<file path="src/rcws_pkg.sv">
// Functional notes
// - first output word of the slot is the request control word
// - control word low byte is the command sent as request code
// - nonzero bits 8 to 13 of the high byte override the derived response setting; only nonzero bits 8 to 12 override length
// - length from five low bits of high byte; zero means table default
// - lengths above six bytes send only the first six data bytes
// - high byte holds send trigger, repetitive and response-required bits
// - send once on cleared-to-set trigger edge; steady level sends nothing more
// - broadcast channel ignores trigger, repetitive and response-required bits
// - repetitive bit sends at every scan while idle, ignoring trigger and its history
// - with response required, wait for the unit's answer after sending
// - no answer to a required request marks the unit failed and logs it out
// - data byte 0 low byte of first data word, byte 1 high, onward
// - message is command byte followed by data block bytes
// - status poll slot has four input and four output words
// - per-command default table of data length and response expectation
// - message-sent ack set after send, held while trigger set, cleared with it
`default_nettype none
package rcws_pkg;
	localparam int CMD_LSB = 0;
	localparam int LEN_LSB = 8;
	localparam int LEN_W = 5;
	localparam int RSPREQ_BIT = 13;
	localparam int REPEAT_BIT = 14;
	localparam int SEND_BIT = 15;
	localparam int MAX_DATA_BYTES = 6;
	localparam int SLOT_WORDS = 4;
	localparam logic [15:0] CTRL_RESET = 16'h0000;
	localparam int RSP_TIMEOUT_NS = 100000;
	localparam int CLK_PERIOD_NS = 10;
	localparam int RSP_TIMEOUT_CYC = (RSP_TIMEOUT_NS + CLK_PERIOD_NS - 1) / CLK_PERIOD_NS;
	typedef enum logic [1:0] {RCWS_IDLE, RCWS_SEND, RCWS_WAIT} rcws_state_t;
endpackage : rcws_pkg
`default_nettype wire

</file>
<file path="src/rcws_msg_if.sv">
`timescale 1ns/10ps
`default_nettype none
interface rcws_msg_if;
	logic [7:0] cmd;
	logic [2:0] len;
	logic rsp;
	modport table_side (input cmd, output len, output rsp);
	modport user (output cmd, input len, input rsp);
endinterface : rcws_msg_if
`default_nettype wire

</file>
<file path="src/rcws_default_table.sv">
`timescale 1ns/10ps
`default_nettype none
// ***************
// default request parameters per command
// ***************
module rcws_default_table (
	rcws_msg_if.table_side tbl
);
	always_comb begin
		tbl.len = 3'h0;
		tbl.rsp = 1'b0;
		case (tbl.cmd)
			8'h01, 8'h02, 8'h03, 8'h04, 8'h05, 8'h06, 8'hFF: begin
				tbl.rsp = 1'b1;
			end
			8'h30, 8'h31, 8'h32, 8'h33, 8'h41, 8'h42, 8'h43, 8'h44, 8'h45,
			8'h46, 8'h47, 8'h49, 8'h4A, 8'h4C, 8'h4D, 8'h4E, 8'h4F: begin
				tbl.len = 3'h1;
			end
			8'h4B, 8'hA1: begin
				tbl.len = 3'h2;
			end
			8'h51: begin
				tbl.len = 3'h3;
			end
			default: begin
				tbl.len = 3'h0;
			end
		endcase
	end
endmodule : rcws_default_table
`default_nettype wire

</file>
<file path="src/rcws_sender.sv">
`timescale 1ns/10ps
`default_nettype none
module rcws_sender #(
	parameter int RSP_TIMEOUT = rcws_pkg::RSP_TIMEOUT_CYC
) (
	// clock and reset
	input wire logic CLK_I,
	input wire logic NRST_I,
	// slot output words and scan
	input wire logic SCAN_I,
	input wire logic BROADCAST_I,
	input wire logic [15:0] OUTPUT_WORD_POINT_I [rcws_pkg::SLOT_WORDS],
	// field link
	output logic MSG_VALID_O,
	output logic [7:0] MSG_CMD_O,
	output logic [2:0] MSG_LEN_O,
	output logic [47:0] MSG_DATA_O,
	input wire logic RSP_VALID_I,
	// status
	output logic MSG_SENT_O,
	output logic WAIT_RSP_O,
	output logic UNIT_FAILED_O
);
	// ***************
	// request decode
	// ***************
	logic [15:0] ctrl;
	logic [7:0] cmd;
	logic [4:0] ovr_len;
	logic [2:0] eff_len;
	logic eff_rsp;
	logic override;
	logic trig_edge;
	logic do_send;
	logic [47:0] data_bytes;
	rcws_msg_if tif ();
	rcws_default_table i_rcws_default_table (.tbl(tif));
	assign ctrl = OUTPUT_WORD_POINT_I[0];
	assign cmd = ctrl[rcws_pkg::CMD_LSB +: 8];
	assign tif.cmd = cmd;
	assign ovr_len = ctrl[rcws_pkg::LEN_LSB +: rcws_pkg::LEN_W];
	// send and repeat bits alone keep the table defaults; under override a zero length field still takes the table length
	assign override = (ctrl[rcws_pkg::RSPREQ_BIT:rcws_pkg::LEN_LSB] != 6'h00);
	always_comb begin
		// zero length field falls back to the table even under override
		if (ovr_len == 5'h00) begin
			eff_len = tif.len;
		end else if (ovr_len > 5'(rcws_pkg::MAX_DATA_BYTES)) begin
			eff_len = 3'(rcws_pkg::MAX_DATA_BYTES);
		end else begin
			eff_len = ovr_len[2:0];
		end
		eff_rsp = override ? ctrl[rcws_pkg::RSPREQ_BIT] : tif.rsp;
		if (BROADCAST_I) begin
			eff_rsp = 1'b0;
		end
	end
	// byte 0 low, byte 1 high, per word
	assign data_bytes = {OUTPUT_WORD_POINT_I[3], OUTPUT_WORD_POINT_I[2],
		OUTPUT_WORD_POINT_I[1]};

	// ***************
	// send control
	// ***************
	rcws_pkg::rcws_state_t state_ff, nxt_state;
	logic prev_trig_ff, nxt_prev_trig;
	logic sent_ff, nxt_sent;
	logic failed_ff, nxt_failed;
	logic valid_ff, nxt_valid;
	logic [7:0] cmd_ff, nxt_cmd;
	logic [2:0] len_ff, nxt_len;
	logic [47:0] data_ff, nxt_data;
	logic [31:0] tmo_ff, nxt_tmo;
	logic rsp_pend_ff, nxt_rsp_pend;
	logic wait_ff, nxt_wait;
	assign trig_edge = ctrl[rcws_pkg::SEND_BIT] & ~prev_trig_ff;
	assign do_send = SCAN_I & ~BROADCAST_I & ~failed_ff & (state_ff == rcws_pkg::RCWS_IDLE) &
		(ctrl[rcws_pkg::REPEAT_BIT] | trig_edge);
	always_comb begin
		nxt_state = state_ff;
		nxt_prev_trig = prev_trig_ff;
		nxt_sent = sent_ff;
		nxt_failed = failed_ff;
		nxt_valid = 1'b0;
		nxt_cmd = cmd_ff;
		nxt_len = len_ff;
		nxt_data = data_ff;
		nxt_tmo = tmo_ff;
		nxt_rsp_pend = rsp_pend_ff;
		if (SCAN_I) begin
			nxt_prev_trig = ctrl[rcws_pkg::SEND_BIT];
		end
		if (!ctrl[rcws_pkg::SEND_BIT]) begin
			nxt_sent = 1'b0;
		end
		case (state_ff)
			rcws_pkg::RCWS_IDLE: begin
				if (do_send) begin
					nxt_cmd = cmd;
					nxt_len = eff_len;
					nxt_data = data_bytes;
					nxt_rsp_pend = eff_rsp;
					nxt_state = rcws_pkg::RCWS_SEND;
				end
			end
			rcws_pkg::RCWS_SEND: begin
				nxt_valid = 1'b1;
				nxt_sent = ctrl[rcws_pkg::SEND_BIT] | ctrl[rcws_pkg::REPEAT_BIT];
				nxt_tmo = 32'(RSP_TIMEOUT);
				nxt_state = rsp_pend_ff ? rcws_pkg::RCWS_WAIT : rcws_pkg::RCWS_IDLE;
			end
			rcws_pkg::RCWS_WAIT: begin
				if (RSP_VALID_I) begin
					nxt_state = rcws_pkg::RCWS_IDLE;
				end else if (tmo_ff <= 32'h1) begin
					nxt_failed = 1'b1;
					nxt_state = rcws_pkg::RCWS_IDLE;
				end else begin
					nxt_tmo = tmo_ff - 32'h1;
				end
			end
			default: begin
				nxt_state = rcws_pkg::RCWS_IDLE;
			end
		endcase
		nxt_wait = (nxt_state == rcws_pkg::RCWS_WAIT);
	end
	always_ff @(posedge CLK_I or negedge NRST_I) begin
		if (!NRST_I) begin
			state_ff <= rcws_pkg::RCWS_IDLE;
			prev_trig_ff <= 1'b0;
			sent_ff <= 1'b0;
			failed_ff <= 1'b0;
			valid_ff <= 1'b0;
			cmd_ff <= 8'h00;
			len_ff <= 3'h0;
			data_ff <= 48'h000000000000;
			tmo_ff <= 32'h0;
			rsp_pend_ff <= 1'b0;
			wait_ff <= 1'b0;
		end else begin
			state_ff <= nxt_state;
			prev_trig_ff <= nxt_prev_trig;
			sent_ff <= nxt_sent;
			failed_ff <= nxt_failed;
			valid_ff <= nxt_valid;
			cmd_ff <= nxt_cmd;
			len_ff <= nxt_len;
			data_ff <= nxt_data;
			tmo_ff <= nxt_tmo;
			rsp_pend_ff <= nxt_rsp_pend;
			wait_ff <= nxt_wait;
		end
	end
	assign MSG_VALID_O = valid_ff;
	assign MSG_CMD_O = cmd_ff;
	assign MSG_LEN_O = len_ff;
	assign MSG_DATA_O = data_ff;
	assign MSG_SENT_O = sent_ff;
	assign WAIT_RSP_O = wait_ff;
	assign UNIT_FAILED_O = failed_ff;
endmodule : rcws_sender
`default_nettype wire

</file>
<file path="config.mk">
export PLATFORM = sky130hd
export DESIGN_NAME = rcws_sender
export DESIGN_NICKNAME = d
export VERILOG_FILES = /design/src/rcws_pkg.sv /design/src/rcws_msg_if.sv /design/src/rcws_default_table.sv /design/src/rcws_sender.sv
export SDC_FILE = /design/constraint.sdc
export NUM_CORES = 1
export LEC_CHECK = 0
export ABC_AREA = 0
export BUFFER_PORTS_ARGS = -buffer_cell sky130_fd_sc_hd__buf_2
export CORE_MARGIN = 2
export CORE_UTILIZATION = 55
export DETAILED_ROUTE_END_ITERATION = 8
export PLACE_DENSITY = 0.94
export REMOVE_ABC_BUFFERS = 1
export SYNTH_ARGS = -nofsm -noshare
export SYNTH_HDL_FRONTEND = slang
export SYNTH_HIERARCHICAL = 1
export SYNTH_SLANG_ARGS = --single-unit
export TNS_END_PERCENT = 5
</file>
<file path="constraint.sdc">
create_clock -name CLK_I -period 3.5 [get_ports CLK_I]
set_input_delay 0.525 -clock CLK_I [delete_from_list [all_inputs] [get_ports CLK_I]]
set_output_delay 0.525 -clock CLK_I [all_outputs]
set_load 0.02 [all_outputs]
</file>
==> metrics.log, run 1 <==
[metrics] per-cell via count in the routed design: around 6.4
[metrics] met2 routed wirelength: 6611 um
[metrics] number of setup violations in the final report: 0
[metrics] Worst setup SP type: flop
[metrics] relative max-transition margin: 0.3587
[metrics] launch point of the critical path: tmo_ff[16]
[metrics] number of nets still failing antenna checks after routing: 0
[metrics] buffer cell driving the clock tree root: sky130_fd_sc_hd__clkbuf_8
[metrics] post-place instance area: 5202 um^2
[metrics] post-DR wirelength/cell: approximately 21 um
[metrics] placeable core area: 7767 um^2
[metrics] capture point of the worst reg-to-reg path: tmo_ff[8]
[metrics] part of the total power dissipated in the clock network: 0.245
[metrics] grt ovf: 0
[metrics] synth unique cells: just under 50
[metrics] number of resized instances in the post-cts repair step: 0
[metrics] length of routed met3 wiring: roughly 1100 um
[metrics] Worst R2R Start: tmo_ff[16]
[metrics] number of diodes added for antenna fixing: 0
[metrics] path length in cells of the critical path: 5
[metrics] total number of vias: just under 4,000
[metrics] Fillers: 485
[metrics] net switching power: between 1 and 1.5 mW
[metrics] M1 WL: approximately 4600 um
[metrics] clock tree from TritonCTS: built
[metrics] Post-synth EDFFs: 0
[metrics] overall track demand over capacity in global routing: 0.3049
[metrics] Worst Path Class, Setup: flop to flop
[metrics] number of detailed-route iterations in the first pass: 6
[metrics] number of warning messages in the yosys log: 6
[metrics] via count of the first global-routing pass: 4,061
[metrics] switching power as a share of total power: 0.3689
[metrics] TritonCTS Sinks: 99
[metrics] power density normalized to cell area: roughly 600 nW/um^2
[metrics] Final HPWL DP: around 8200 um
[metrics] Crit path buffers/inverters: 0
[metrics] Slew Limit Fails: 0
[metrics] global-route wire length before repair: a little over 20,000 um
[metrics] final worst path period need: about 2.8 ns
[metrics] max-cap violation count: 0
[metrics] # H-tree levels: 3
[metrics] Area growth syn-to-layout: 21.71%
[metrics] unrepaired setup endpoints after global routing: no
[metrics] kind of end point of the critical path: flop
[metrics] total internal power: 2.057 mW
[metrics] Post CTS Setup Buffer Count: 0
[metrics] Crit Path Max Fanout: 9
[metrics] flop and latch count out of synthesis: approximately 100
[metrics] pin count of the biggest net entering global routing: 66
[metrics] endpoint required time on the critical path: 3.77 ns
[metrics] most frequent cells in the layout: 130 x sky130_fd_sc_hd__buf_2, 99 x sky130_fd_sc_hd__dfrtp_1, 56 x sky130_fd_sc_hd__mux2_2
[metrics] Design Area, Final: approximately 5400 um^2
[metrics] maximum buffer depth of the clock tree: 2
[metrics] result of the run: finished, final reports clean
[metrics] highest-delay cell along the critical path: sky130_fd_sc_hd__nor4_2
[metrics] most used flip-flop cell after synthesis: sky130_fd_sc_hd__dfrtp_1
[metrics] commonest non-fill, non-tap cell in the layout: sky130_fd_sc_hd__buf_2
[metrics] number of antenna violations at the first check in global routing: 0
[metrics] timing-limited maximum frequency: roughly 360 MHz
[metrics] layout cell share with drive strength beyond 1: 0.4493
[metrics] CP top delay family: simple AND/OR/NAND/NOR gates
[metrics] mapped cell area: approximately 4400 um^2
[metrics] RD Place Congestion: approximately 0.93
[metrics] die width: 93.89 um
[metrics] number of buffers added to fix hold violations after cts: 0
[metrics] number of violations reported at the end of detailed-routing iteration 0: ~350
[metrics] worst-case reg-to-reg path depth: 5
[metrics] final critical-path share of the clock period: 0.7888
[metrics] routed wire length: ~13,000 um
[metrics] maximum resistive drop on vdd: a little over 0.0004 V
[metrics] standard-cell row count: 32
[metrics] share of flip-flops with an asynchronous set or reset: 1.000
[metrics] data arrival time of the critical path: 3.03 ns
[metrics] worst clock skew: ~0.019 ns
[metrics] instance count of the mapped netlist: 367
[metrics] Die ar.: roughly 8800 um^2
[metrics] Final Hold Violating Endpoints: 0
[metrics] class of the most critical hold timing path: primary input to asynchronous set/reset pin
[metrics] topmost layer with routed signal wires: met4
[metrics] share of power burned in registers: 0.462
[metrics] total I/O pin count: about 130
[metrics] Combinational Power Share: 0.293
[metrics] number of buffer cells added on primary ports: about 130
[metrics] post-layout instance count excluding filler cells: just over 600
[metrics] vertical die dimension: roughly 94 um
[metrics] Critical path destination: tmo_ff[8]
[metrics] minimum setup slack among reg-to-reg paths: around 0.74 ns
[metrics] number of clock buffers inserted by TritonCTS: 9
[metrics] clock slew at the register clock pins of the worst setup and hold paths: approximately 0.11 ns
[metrics] insertion delay of the later-clocked pin in the worst-skew pair: about 0.4 ns
[metrics] sequential element share of the synthesized area: 0.5574
[metrics] number of cells in the design after placement: between 500 and 600
[metrics] number of nets in the layout: 569
[metrics] cells traversed along the worst timing path: or4_1 -> nand2b_1 -> nor4_2 -> a211oi_1 -> a211o_1
[metrics] final sum of negative setup slack: 0 ns
[metrics] worst-margin pin slew: roughly 0.95 ns
[metrics] Leakage Power: 2.496 nW
[metrics] average cell area after synthesis: 12.11 um^2
[metrics] critical path's largest stage delay: a little under 0.8 ns
[metrics] remaining routing DRC violations: 0
[metrics] initial cell density of the core: 0.5722
==> routing by layer <==
| layer | global-route usage | vias up |
|---|---|---|
| met2 | 0.5131 | 255 |
| met4 | 0.1498 | 0 |
| met5 | 0 | - |
| met3 | 0.09631 | 56 |
| met1 | 0.3516 | 1886 |
| li1 | - | 1665 |
==> how the worst min path moves through the flow <==
stage	startpoint	end	cells after the start
floorplan	NRST_I	MSG_CMD_O[0]	0
global placement	MSG_LEN_O[0]	MSG_LEN_O[0]	2
detailed placement	MSG_LEN_O[2]	MSG_LEN_O[2]	2
CTS	NRST_I	tmo_ff[11]	1
global route	NRST_I	MSG_CMD_O[0]	1
finish	NRST_I	tmo_ff[11]	1
==> power groups by stage <==
stage | combinational (mW) | sequential (mW) | clock [mW]
6_report | 0.954 | 1.51 | 0.799
5_1_grt | 1.01 | 1.52 | 0.841
4_1_cts | 0.952 | 1.50 | 0.799
3_5_place_dp | 0.932 | 1.50 | 0
3_3_place_gp | 0.886 | 1.48 | 0
2_1_floorplan | 0.332 | 1.71 | 0
==> flip-flops by register name, indices dropped and copies added (netlist names), 2 cells and up <==
| register | cells |
|---|---|
| MSG_LEN_O | 3 |
| MSG_CMD_O | 8 |
| tmo_ff | 32 |
| MSG_DATA_O | 48 |
| state_ff | 2 |
==> kinds of logic (layout without fill, tap and decap cells) <==
| group | Yosys count | in the layout | synth area share |
|---|---|---|---|
| adders and majority gates | 2 | 2 | 0.005630 |
| muxes | 61 | 61 | 0.1532 |
| AOI/OAI and AO/OA | 70 | 70 | 0.1092 |
| other | 1 | 1 | 0.0008438 |
| and+or+nand+nor | 113 | 113 | 0.1546 |
| DFF | 99 | 99 | 0.5574 |
| buffers and inverters | 21 | 157 | 0.01915 |
==> metrics by stage <==
step	utilization	hold WS, ns	setup slack [ns]	power (mW)
2_1_floorplan	-	0.2294	0.6918	2.047
3_3_place_gp	0.6698	0.4518	1.006	2.369
3_5_place_dp	0.6698	0.4767	0.8991	2.433
4_1_cts	0.6964	0.06574	0.8073	3.249
5_1_grt	0.6964	0.08533	0.5244	3.374
6_report	0.6964	0.05893	0.7392	3.259
==> cell usage after synthesis (6+ instances only) <==
cell / count / share of area
sky130_fd_sc_hd__o21ai_0: 13 / 0.015
sky130_fd_sc_hd__o211ai_1: 7 / 0.012
sky130_fd_sc_hd__o31ai_1: 11 / 0.019
sky130_fd_sc_hd__a21oi_1: 13 / 0.015
sky130_fd_sc_hd__o41ai_1: 6 / 0.012
sky130_fd_sc_hd__nor4_1: 13 / 0.018
sky130_fd_sc_hd__dfrtp_1: 99 / 0.56
sky130_fd_sc_hd__nor3_1: 6 / 0.0068
sky130_fd_sc_hd__o311ai_0: 8 / 0.016
sky130_fd_sc_hd__nand4_1: 6 / 0.0084
sky130_fd_sc_hd__nand2_1: 19 / 0.016
sky130_fd_sc_hd__mux2_2: 56 / 0.14
sky130_fd_sc_hd__or4_1: 6 / 0.010
sky130_fd_sc_hd__nand3_1: 10 / 0.011
sky130_fd_sc_hd__or3_1: 13 / 0.018
sky130_fd_sc_hd__clkbuf_1: 13 / 0.011
sky130_fd_sc_hd__nor2_1: 9 / 0.0076
sky130_fd_sc_hd__or2_2: 7 / 0.0099
==> layout make-up <==
| class | instances | area [um^2] | share of cell area |
|---|---|---|---|
| inverter | 5 | 18.77 | 0.003470 |
| timing repair buffer | 136 | 695.7 | 0.1286 |
| tap | 102 | 127.6 | 0.02359 |
| clock buffer | 9 | 123.9 | 0.02290 |
| multi-input combinational | 247 | 1883 | 0.3481 |
| clock inverter | 7 | 82.58 | 0.01527 |
| sequential | 99 | 2477 | 0.4580 |
(Power assumes the default switching activity.)
==> run 2: changes to the inputs <==
--- a/config.mk
+++ b/config.mk
@@ -8,9 +8,9 @@
 export ABC_AREA = 0
 export BUFFER_PORTS_ARGS = -buffer_cell sky130_fd_sc_hd__buf_2
 export CORE_MARGIN = 2
-export CORE_UTILIZATION = 55
+export CORE_UTILIZATION = 52
 export DETAILED_ROUTE_END_ITERATION = 8
-export PLACE_DENSITY = 0.94
+export PLACE_DENSITY = 0.9
 export REMOVE_ABC_BUFFERS = 1
 export SYNTH_ARGS = -nofsm -noshare
 export SYNTH_HDL_FRONTEND = slang
==> constraint.sdc (replaced) <==
create_clock -name CLK_I -period 2.75 [get_ports CLK_I]
set_input_delay 0.4125 -clock CLK_I [delete_from_list [all_inputs] [get_ports CLK_I]]
set_output_delay 0.4125 -clock CLK_I [all_outputs]
set_load 0.02 [all_outputs]
==> run 2 against run 1 <==
Against the previous run: core utilization decreased by 3.3 points; global-route usage decreased by 5.9 points; total power increased by 24%; sequential share of layout area decreased by 0.60 points; final area increased by 1.3%; worst setup slack got worse by 0.51 ns; sequential power increased by 25%; hold slack got worse by 0.020 ns; critical path type unchanged; critical endpoint is now tmo_ff[30]; largest cell class unchanged.
==> metrics.log, run 2 (same netlist as run 1, synthesis figures left out) <==
[metrics] result of the run: finished, final reports clean
[metrics] total number of vias: 3,565 (-7.7%)
[metrics] total internal power: 2.623 mW (+28%)
[metrics] number of buffer cells added on primary ports: 131 (unchanged)
[metrics] initial cell density of the core: 0.5382 (-0.03398)
[metrics] standard-cell row count: 33 (+3.1%)
[metrics] pin count of the biggest net entering global routing: 66 (unchanged)
[metrics] Slew Limit Fails: 0 (unchanged)
[metrics] overall track demand over capacity in global routing: 0.2459 (-0.05896)
[metrics] length of routed met3 wiring: 792 um (-28%)
[metrics] M1 WL: 4218 um (-8.4%)
[metrics] final worst path period need: 2.521 ns (-0.2401 ns)
[metrics] cells traversed along the worst timing path: or4_4 -> or3b_4 -> or2_1 -> or4_1 -> a21oi_1
[metrics] part of the total power dissipated in the clock network: 0.243 (-0.002)
[metrics] final sum of negative setup slack: 0 ns (unchanged)
[metrics] share of power burned in registers: 0.467 (+0.005)
[metrics] unrepaired setup endpoints after global routing: no
[metrics] # H-tree levels: 3 (unchanged)
[metrics] switching power as a share of total power: 0.3532 (-0.01573)
[metrics] number of resized instances in the post-cts repair step: 0 (unchanged)
[metrics] vertical die dimension: 96.45 um (+2.7%)
[metrics] number of nets still failing antenna checks after routing: 0 (unchanged)
[metrics] grt ovf: 0 (unchanged)
[metrics] max-cap violation count: 0 (unchanged)
[metrics] number of cells in the design after placement: 597 (+1.4%)
[metrics] routed wire length: 10,820 um (-16%)
[metrics] post-layout instance count excluding filler cells: 614 (+1.5%)
[metrics] buffer cell driving the clock tree root: sky130_fd_sc_hd__clkbuf_8
[metrics] critical path's largest stage delay: 0.57 ns (-0.20 ns)
[metrics] Final HPWL DP: 7578 um (-7.2%)
[metrics] Final Hold Violating Endpoints: 0 (unchanged)
[metrics] post-place instance area: 5269 um^2 (+1.3%)
[metrics] Post CTS Setup Buffer Count: 0 (unchanged)
[metrics] total I/O pin count: 132 (unchanged)
[metrics] maximum resistive drop on vdd: 0.0004385 V (+6.3%)
[metrics] number of nets in the layout: 574 (+0.88%)
[metrics] number of antenna violations at the first check in global routing: 1 (+1)
[metrics] class of the most critical hold timing path: primary input to asynchronous set/reset pin
[metrics] global-route wire length before repair: 17,600 um (-15%)
[metrics] number of clock buffers inserted by TritonCTS: 9 (unchanged)
[metrics] post-DR wirelength/cell: 17.62 um (-17%)
[metrics] kind of end point of the critical path: flop
[metrics] Die ar.: 9303 um^2 (+5.5%)
[metrics] Fillers: 572 (+18%)
[metrics] placeable core area: 8258 um^2 (+6.3%)
[metrics] worst-case reg-to-reg path depth: 5 (unchanged)
[metrics] number of detailed-route iterations in the first pass: 4 (-2)
[metrics] topmost layer with routed signal wires: met4
[metrics] number of violations reported at the end of detailed-routing iteration 0: 250 (-28%)
[metrics] power density normalized to cell area: 740.0 nW/um^2 (+23%)
[metrics] number of setup violations in the final report: 0 (unchanged)
[metrics] Crit path buffers/inverters: 0 (unchanged)
[metrics] path length in cells of the critical path: 5 (unchanged)
[metrics] TritonCTS Sinks: 99 (unchanged)
[metrics] data arrival time of the critical path: 2.81 ns (-0.22 ns)
[metrics] number of buffers added to fix hold violations after cts: 0 (unchanged)
[metrics] via count of the first global-routing pass: 3,756 (-7.5%)
[metrics] relative max-transition margin: 0.4422 (+0.08347)
[metrics] endpoint required time on the critical path: 3.04 ns (-0.73 ns)
[metrics] CP top delay family: simple AND/OR/NAND/NOR gates
[metrics] commonest non-fill, non-tap cell in the layout: sky130_fd_sc_hd__buf_2
[metrics] Worst Path Class, Setup: flop to flop
[metrics] worst clock skew: 0.007930 ns (-0.01074 ns)
[metrics] RD Place Congestion: 0.7892 (-15%)
[metrics] per-cell via count in the routed design: 5.806 (-9.0%)
[metrics] clock tree from TritonCTS: built
[metrics] Area growth syn-to-layout: 23.31%
[metrics] remaining routing DRC violations: 0 (unchanged)
[metrics] met2 routed wirelength: 5624 um (-15%)
[metrics] net switching power: 1.432 mW (+19%)
[metrics] die width: 96.45 um (+2.7%)
[metrics] most frequent cells in the layout: 130 x sky130_fd_sc_hd__buf_2, 99 x sky130_fd_sc_hd__dfrtp_1, 56 x sky130_fd_sc_hd__mux2_2
[metrics] flip-flop count of the largest register after layout: 48 (unchanged)
[metrics] clock slew at the register clock pins of the worst setup and hold paths: 0.10 ns (about the same)
[metrics] highest-delay cell along the critical path: sky130_fd_sc_hd__or4_4
[metrics] timing-limited maximum frequency: 396.7 MHz (+9.5%)
[metrics] Worst setup SP type: flop
[metrics] Design Area, Final: 5480 um^2 (+1.3%)
[metrics] maximum buffer depth of the clock tree: 2 (unchanged)
[metrics] Combinational Power Share: 0.290 (-0.003)
[metrics] Crit Path Max Fanout: 12 (+3)
[metrics] Leakage Power: 2.535 nW (+1.6%)
[metrics] final critical-path share of the clock period: 0.9166 (+0.1278)
[metrics] worst-margin pin slew: 0.8350 ns (-0.1181 ns)
[metrics] layout cell share with drive strength beyond 1: 0.4547 (+0.005420)
[metrics] insertion delay of the later-clocked pin in the worst-skew pair: 0.36 ns (-0.04 ns)
-- run 2: cell count changes in the layout (fill, tap and decap cells not counted) --
cell                       previous run  this run
sky130_fd_sc_hd__inv_6                3         1
sky130_fd_sc_hd__clkinv_4             0         1
sky130_fd_sc_hd__diode_2              0         1
sky130_fd_sc_hd__buf_4                6         9
sky130_fd_sc_hd__inv_8                1         2
sky130_fd_sc_hd__buf_12               0         2
-- run 2: path summary, 6_finish.rpt --
path / to / slack, ns / start
max in group asynchronous: tmo_ff[15] / 2.02 / NRST_I
worst min-delay path: tmo_ff[3] / 0.04 / NRST_I
worst max-delay path: tmo_ff[30] / 0.23 / tmo_ff[14]
min in group CLK_I: prev_trig_ff / 0.26 / SCAN_I
worst max register to register: tmo_ff[30] / 0.23 / tmo_ff[14]
worst min register to register: MSG_LEN_O[0] / 0.49 / MSG_LEN_O[0]
-- run 2: layout make-up --
class                      instances  area, um^2  area share
antenna                            1       2.502   0.0004566
clock buffer                       9       123.9     0.02260
clock inverter                     7       85.08     0.01553
inverter                           5       18.77    0.003425
multi-input combinational        247        1883      0.3436
sequential                        99        2477      0.4521
tap                              105       131.4     0.02397
timing repair buffer             141       758.2      0.1384
-- run 2: power by group through the flow --
stage	registers (mW)	logic [mW]	clock network [mW]
detailed placement	1.91	1.18	0
floorplan	2.18	0.423	0
CTS	1.89	1.19	1.00
global placement	1.89	1.13	0
global route	1.93	1.27	1.06
finish	1.89	1.18	0.986
-- run 2: through the flow --
stage / utilization / hold slack [ns] / worst slack (ns) / total power [mW]
floorplan: - / 0.1169 / 0.01616 / 2.605
global placement: 0.6380 / 0.4430 / 0.3014 / 3.017
detailed placement: 0.6380 / 0.4559 / 0.2455 / 3.083
CTS: 0.6633 / 0.05323 / 0.2379 / 4.076
global route: 0.6636 / 0.07986 / 0.1283 / 4.257
finish: 0.6636 / 0.03897 / 0.2293 / 4.056
-- run 2: metal layers --
layer,vias up,global-route usage
li1,1672,-
met1,1761,0.2829
met2,117,0.4259
met3,15,0.08068
met4,0,0.09624
met5,-,0
==> run 3: changes to the inputs <==
--- a/config.mk
+++ b/config.mk
@@ -10,10 +10,10 @@
 export CORE_MARGIN = 2
 export CORE_UTILIZATION = 52
 export DETAILED_ROUTE_END_ITERATION = 8
+export GPL_ROUTABILITY_DRIVEN = 0
 export PLACE_DENSITY = 0.9
 export REMOVE_ABC_BUFFERS = 1
 export SYNTH_ARGS = -nofsm -noshare
 export SYNTH_HDL_FRONTEND = slang
-export SYNTH_HIERARCHICAL = 1
 export SYNTH_SLANG_ARGS = --single-unit
 export TNS_END_PERCENT = 5
==> run 3 against run 2 <==
Against the previous run: sequential share of layout area shrank 0.19 points; clock power is 8.5% lower; register-to-register slack is essentially flat; sequential cell count did not move; critical endpoint is now tmo_ff[16].
==> metrics.log, run 3 <==
[metrics] complex-gate fraction of the synthesized area: 0.1084 (-0.0007938)
[metrics] switching power as a share of total power: 0.3804 (+0.02722)
[metrics] synth unique cells: 57 (+16%)
[metrics] DP Worst Slack: 0.2648 ns (+0.01935 ns)
[metrics] placeable core area: 8299 um^2 (+0.50%)
[metrics] layout cell share with drive strength beyond 1: 0.2958 (-0.1590)
[metrics] relative max-transition margin: 0.6550 (+0.2128)
[metrics] Crit Path Max Fanout: 7 (-5)
[metrics] initial cell density of the core: 0.5394 (+0.001242)
[metrics] number of resized instances in the post-cts repair step: 0 (unchanged)
[metrics] Worst Path Class, Setup: flop to flop
[metrics] number of buffer cells added on primary ports: 131 (unchanged)
[metrics] die width: 96.79 um (+0.35%)
[metrics] power density normalized to cell area: 754.0 nW/um^2 (+1.9%)
[metrics] flop and latch count out of synthesis: 99 (unchanged)
[metrics] # H-tree levels: 3 (unchanged)
[metrics] overall track demand over capacity in global routing: 0.2434 (-0.002542)
[metrics] worst-case reg-to-reg path depth: 7 (+2)
[metrics] routed wire length: 10,870 um (+0.46%)
[metrics] number of violations reported at the end of detailed-routing iteration 0: 310 (+24%)
[metrics] net switching power: 1.578 mW (+10%)
[metrics] flip-flop count of the largest register after layout: 48 (unchanged)
[metrics] cell taking the most area after synthesis: sky130_fd_sc_hd__dfrtp_1
[metrics] mapped cell area: 4477 um^2 (+0.73%)
[metrics] commonest non-fill, non-tap cell in the layout: sky130_fd_sc_hd__nand2_1
[metrics] total internal power: 2.571 mW (-2.0%)
[metrics] total number of vias: 4,076 (+14%)
[metrics] clock slew at the register clock pins of the worst setup and hold paths: 0.10 ns (about the same)
[metrics] Combinational Power Share: 0.318 (+0.028)
[metrics] final sum of negative setup slack: 0 ns (unchanged)
[metrics] kind of end point of the critical path: flop
[metrics] leading cell types by total area after synthesis: sky130_fd_sc_hd__dfrtp_1 55%, sky130_fd_sc_hd__nand2_1 14%, sky130_fd_sc_hd__or3_1 2.0%
[metrics] Worst setup SP type: flop
[metrics] number of buffers added to fix hold violations after cts: 0 (unchanged)
[metrics] via count of the first global-routing pass: 4,117 (+9.6%)
[metrics] number of detailed-route iterations in the first pass: 5 (+1)
[metrics] number of antenna violations at the first check in global routing: 0 (-1)
[metrics] Die ar.: 9367 um^2 (+0.70%)
[metrics] post-DR wirelength/cell: 15.16 um (-14%)
[metrics] sequential element share of the synthesized area: 0.5534 (-0.004051)
[metrics] most used flip-flop cell after synthesis: sky130_fd_sc_hd__dfrtp_1
[metrics] Post CTS Setup Buffer Count: 0 (unchanged)
[metrics] maximum resistive drop on vdd: 0.0005296 V (+21%)
[metrics] xor and xnor area share after synthesis: 0.009782 (+0.009782)
[metrics] worst clock skew: 0.009575 ns (+0.001645 ns)
[metrics] part of the total power dissipated in the clock network: 0.217 (-0.026)
[metrics] number of clock buffers inserted by TritonCTS: 9 (unchanged)
[metrics] library cell with the highest instance count after synthesis: sky130_fd_sc_hd__nand2_1
[metrics] Area growth syn-to-layout: 22.92%
[metrics] final critical-path share of the clock period: 0.9119 (-0.004685)
[metrics] data arrival time of the critical path: 2.73 ns (-0.08 ns)
[metrics] insertion delay of the later-clocked pin in the worst-skew pair: 0.36 ns (about the same)
[metrics] number of warning messages in the yosys log: 0 (-6)
[metrics] number of nets still failing antenna checks after routing: 0 (unchanged)
[metrics] result of the run: finished, final reports clean
[metrics] most frequent cells in the layout: 169 x sky130_fd_sc_hd__nand2_1, 130 x sky130_fd_sc_hd__buf_2, 99 x sky130_fd_sc_hd__dfrtp_1
[metrics] dominant combinational cell family by area after synthesis: simple AND/OR/NAND/NOR gates
[metrics] worst-margin pin slew: 0.5044 ns (-0.3306 ns)
[metrics] TritonCTS Sinks: 99 (unchanged)
[metrics] list of most frequent post-synthesis cells: 169 x sky130_fd_sc_hd__nand2_1, 99 x sky130_fd_sc_hd__dfrtp_1, 19 x sky130_fd_sc_hd__clkbuf_1, 18 x sky130_fd_sc_hd__nor2_1, 16 x sky130_fd_sc_hd__o21ai_0
[metrics] clock tree from TritonCTS: built
[metrics] number of setup violations in the final report: 0 (unchanged)
[metrics] per-cell via count in the routed design: 5.685 (-2.1%)
[metrics] worst path setup slack after routing: 0.2422 ns (+0.01289 ns)
[metrics] final worst path period need: 2.508 ns (-0.01288 ns)
[metrics] total I/O pin count: 132 (unchanged)
[metrics] class of the most critical hold timing path: primary input to asynchronous set/reset pin
[metrics] share of flip-flops with an asynchronous set or reset: 1.000 (unchanged)
[metrics] area share of and/or/nand/nor cells after synthesis: 0.2655 (+0.1110)
[metrics] multiplexer share of the synthesized area: 0.02404 (-0.1291)
[metrics] max-cap violation count: 0 (unchanged)
[metrics] standard-cell row count: 33 (unchanged)
[metrics] fraction of synthesized cell area taken by the top area cell type: 0.5534 (-0.004051)
[metrics] endpoint required time on the critical path: 2.98 ns (-0.06 ns)
[metrics] global-route wire length before repair: 18,840 um (+7.1%)
[metrics] buffer cell driving the clock tree root: sky130_fd_sc_hd__clkbuf_8
[metrics] adder-cell share of the synthesized area: 0.007826 (+0.002195)
[metrics] vertical die dimension: 96.79 um (+0.35%)
[metrics] number of diodes added for antenna fixing: 0 (-1)
[metrics] Slew Limit Fails: 0 (unchanged)
[metrics] average cell area after synthesis: 9.445 um^2 (-22%)
[metrics] timing-limited maximum frequency: 398.8 MHz (+0.51%)
[metrics] grt ovf: 0 (unchanged)
[metrics] Post-synth EDFFs: 0 (unchanged)
[metrics] maximum buffer depth of the clock tree: 2 (unchanged)
[metrics] Final HPWL DP: 7818 um (+3.2%)
[metrics] instance count of the mapped netlist: 474 (+29%)
[metrics] number of nets in the layout: 678 (+18%)
[metrics] unrepaired setup endpoints after global routing: no
[metrics] remaining routing DRC violations: 0 (unchanged)
[metrics] Leakage Power: 2.864 nW (+13%)
[metrics] Final Hold Violating Endpoints: 0 (unchanged)
[metrics] pin count of the biggest net entering global routing: 100 (+52%)
[metrics] share of power burned in registers: 0.465 (-0.002)
## run 3: cell types whose count changed in the layout (fill, tap and decap cells not counted), moves of 6 or more
cell	before	now
sky130_fd_sc_hd__nand2_1	19	169
sky130_fd_sc_hd__mux2_2	56	6
sky130_fd_sc_hd__nor2_1	9	18
sky130_fd_sc_hd__o31ai_1	11	5
## run 3: critical path, cell delays in order, from the launching register on
cell and delay (ns):
sky130_fd_sc_hd__dfrtp_1 0.46, sky130_fd_sc_hd__inv_1 0.09, sky130_fd_sc_hd__ha_1 0.18, sky130_fd_sc_hd__or3b_2 0.48, sky130_fd_sc_hd__nor3_1 0.34, sky130_fd_sc_hd__nand2_1 0.27, sky130_fd_sc_hd__o311ai_0 0.42, sky130_fd_sc_hd__o41ai_1 0.14
## run 3: final timing paths
path	from	endpoint	slack, ns
worst min register to register	MSG_DATA_O[46]	MSG_DATA_O[46]	0.48
worst max register to register	tmo_ff[0]	tmo_ff[16]	0.24
worst min-delay path	NRST_I	tmo_ff[13]	0.06
min in group CLK_I	OUTPUT_WORD_POINT_I[4]	MSG_DATA_O[36]	0.22
max in group asynchronous	NRST_I	MSG_DATA_O[0]	2.26
worst max-delay path	tmo_ff[0]	tmo_ff[16]	0.24
## run 3: power by group through the flow
stage / sequential [mW] / clock [mW] / combinational (mW)
final: 1.93 / 0.902 / 1.32
after global routing: 1.97 / 0.977 / 1.46
after CTS: 1.92 / 0.914 / 1.32
after detailed placement: 1.94 / 0 / 1.32
after global placement: 1.93 / 0 / 1.27
after floorplan: 2.21 / 0 / 0.488
## run 3: layer usage
metal	wire length, um	track usage	up-vias	share of wire
met5	0	0	-	0
met4	261	0.09209	0	0.024
met3	889	0.07298	29	0.082
met2	5510	0.4129	172	0.51
met1	4208	0.2931	1965	0.39
li1	-	-	1910	-
## run 3: per-stage QoR
step | std cells | util | cell area [um^2] | power, mW | hold WS, ns
3_3_place_gp | 701 | 0.6403 | 5314 | 3.203 | 0.4545
5_1_grt | 717 | 0.6630 | 5503 | 4.399 | 0.1188
2_1_floorplan | 452 | - | 4375 | 2.699 | 0.1169
6_report | 717 | 0.6630 | 5503 | 4.149 | 0.05979
3_5_place_dp | 701 | 0.6403 | 5314 | 3.263 | 0.4592
4_1_cts | 717 | 0.6630 | 5503 | 4.160 | 0.1053
## run 3: layout make-up
type / instances / area (um^2)
well taps: 105 / 131.4
flip-flops and latches: 99 / 2477
fillers: 615 / 2796
clock buffers: 9 / 123.9
multi-input cells: 343 / 1862
inverters: 10 / 37.54
clock inverters: 7 / 65.06
repair buffers: 144 / 805.8
## run 3: cell families (layout without fill, tap and decap cells)
logic type	count (synthesis)	count (layout)
buffers and inverters	32	170
flip-flops	99	99
AND/OR/NAND/NOR	258	258
AO/OA/AOI/OAI	67	67
XOR/XNOR	5	5
adder cells (fa/ha/maj)	3	3
multiplexers	10	10
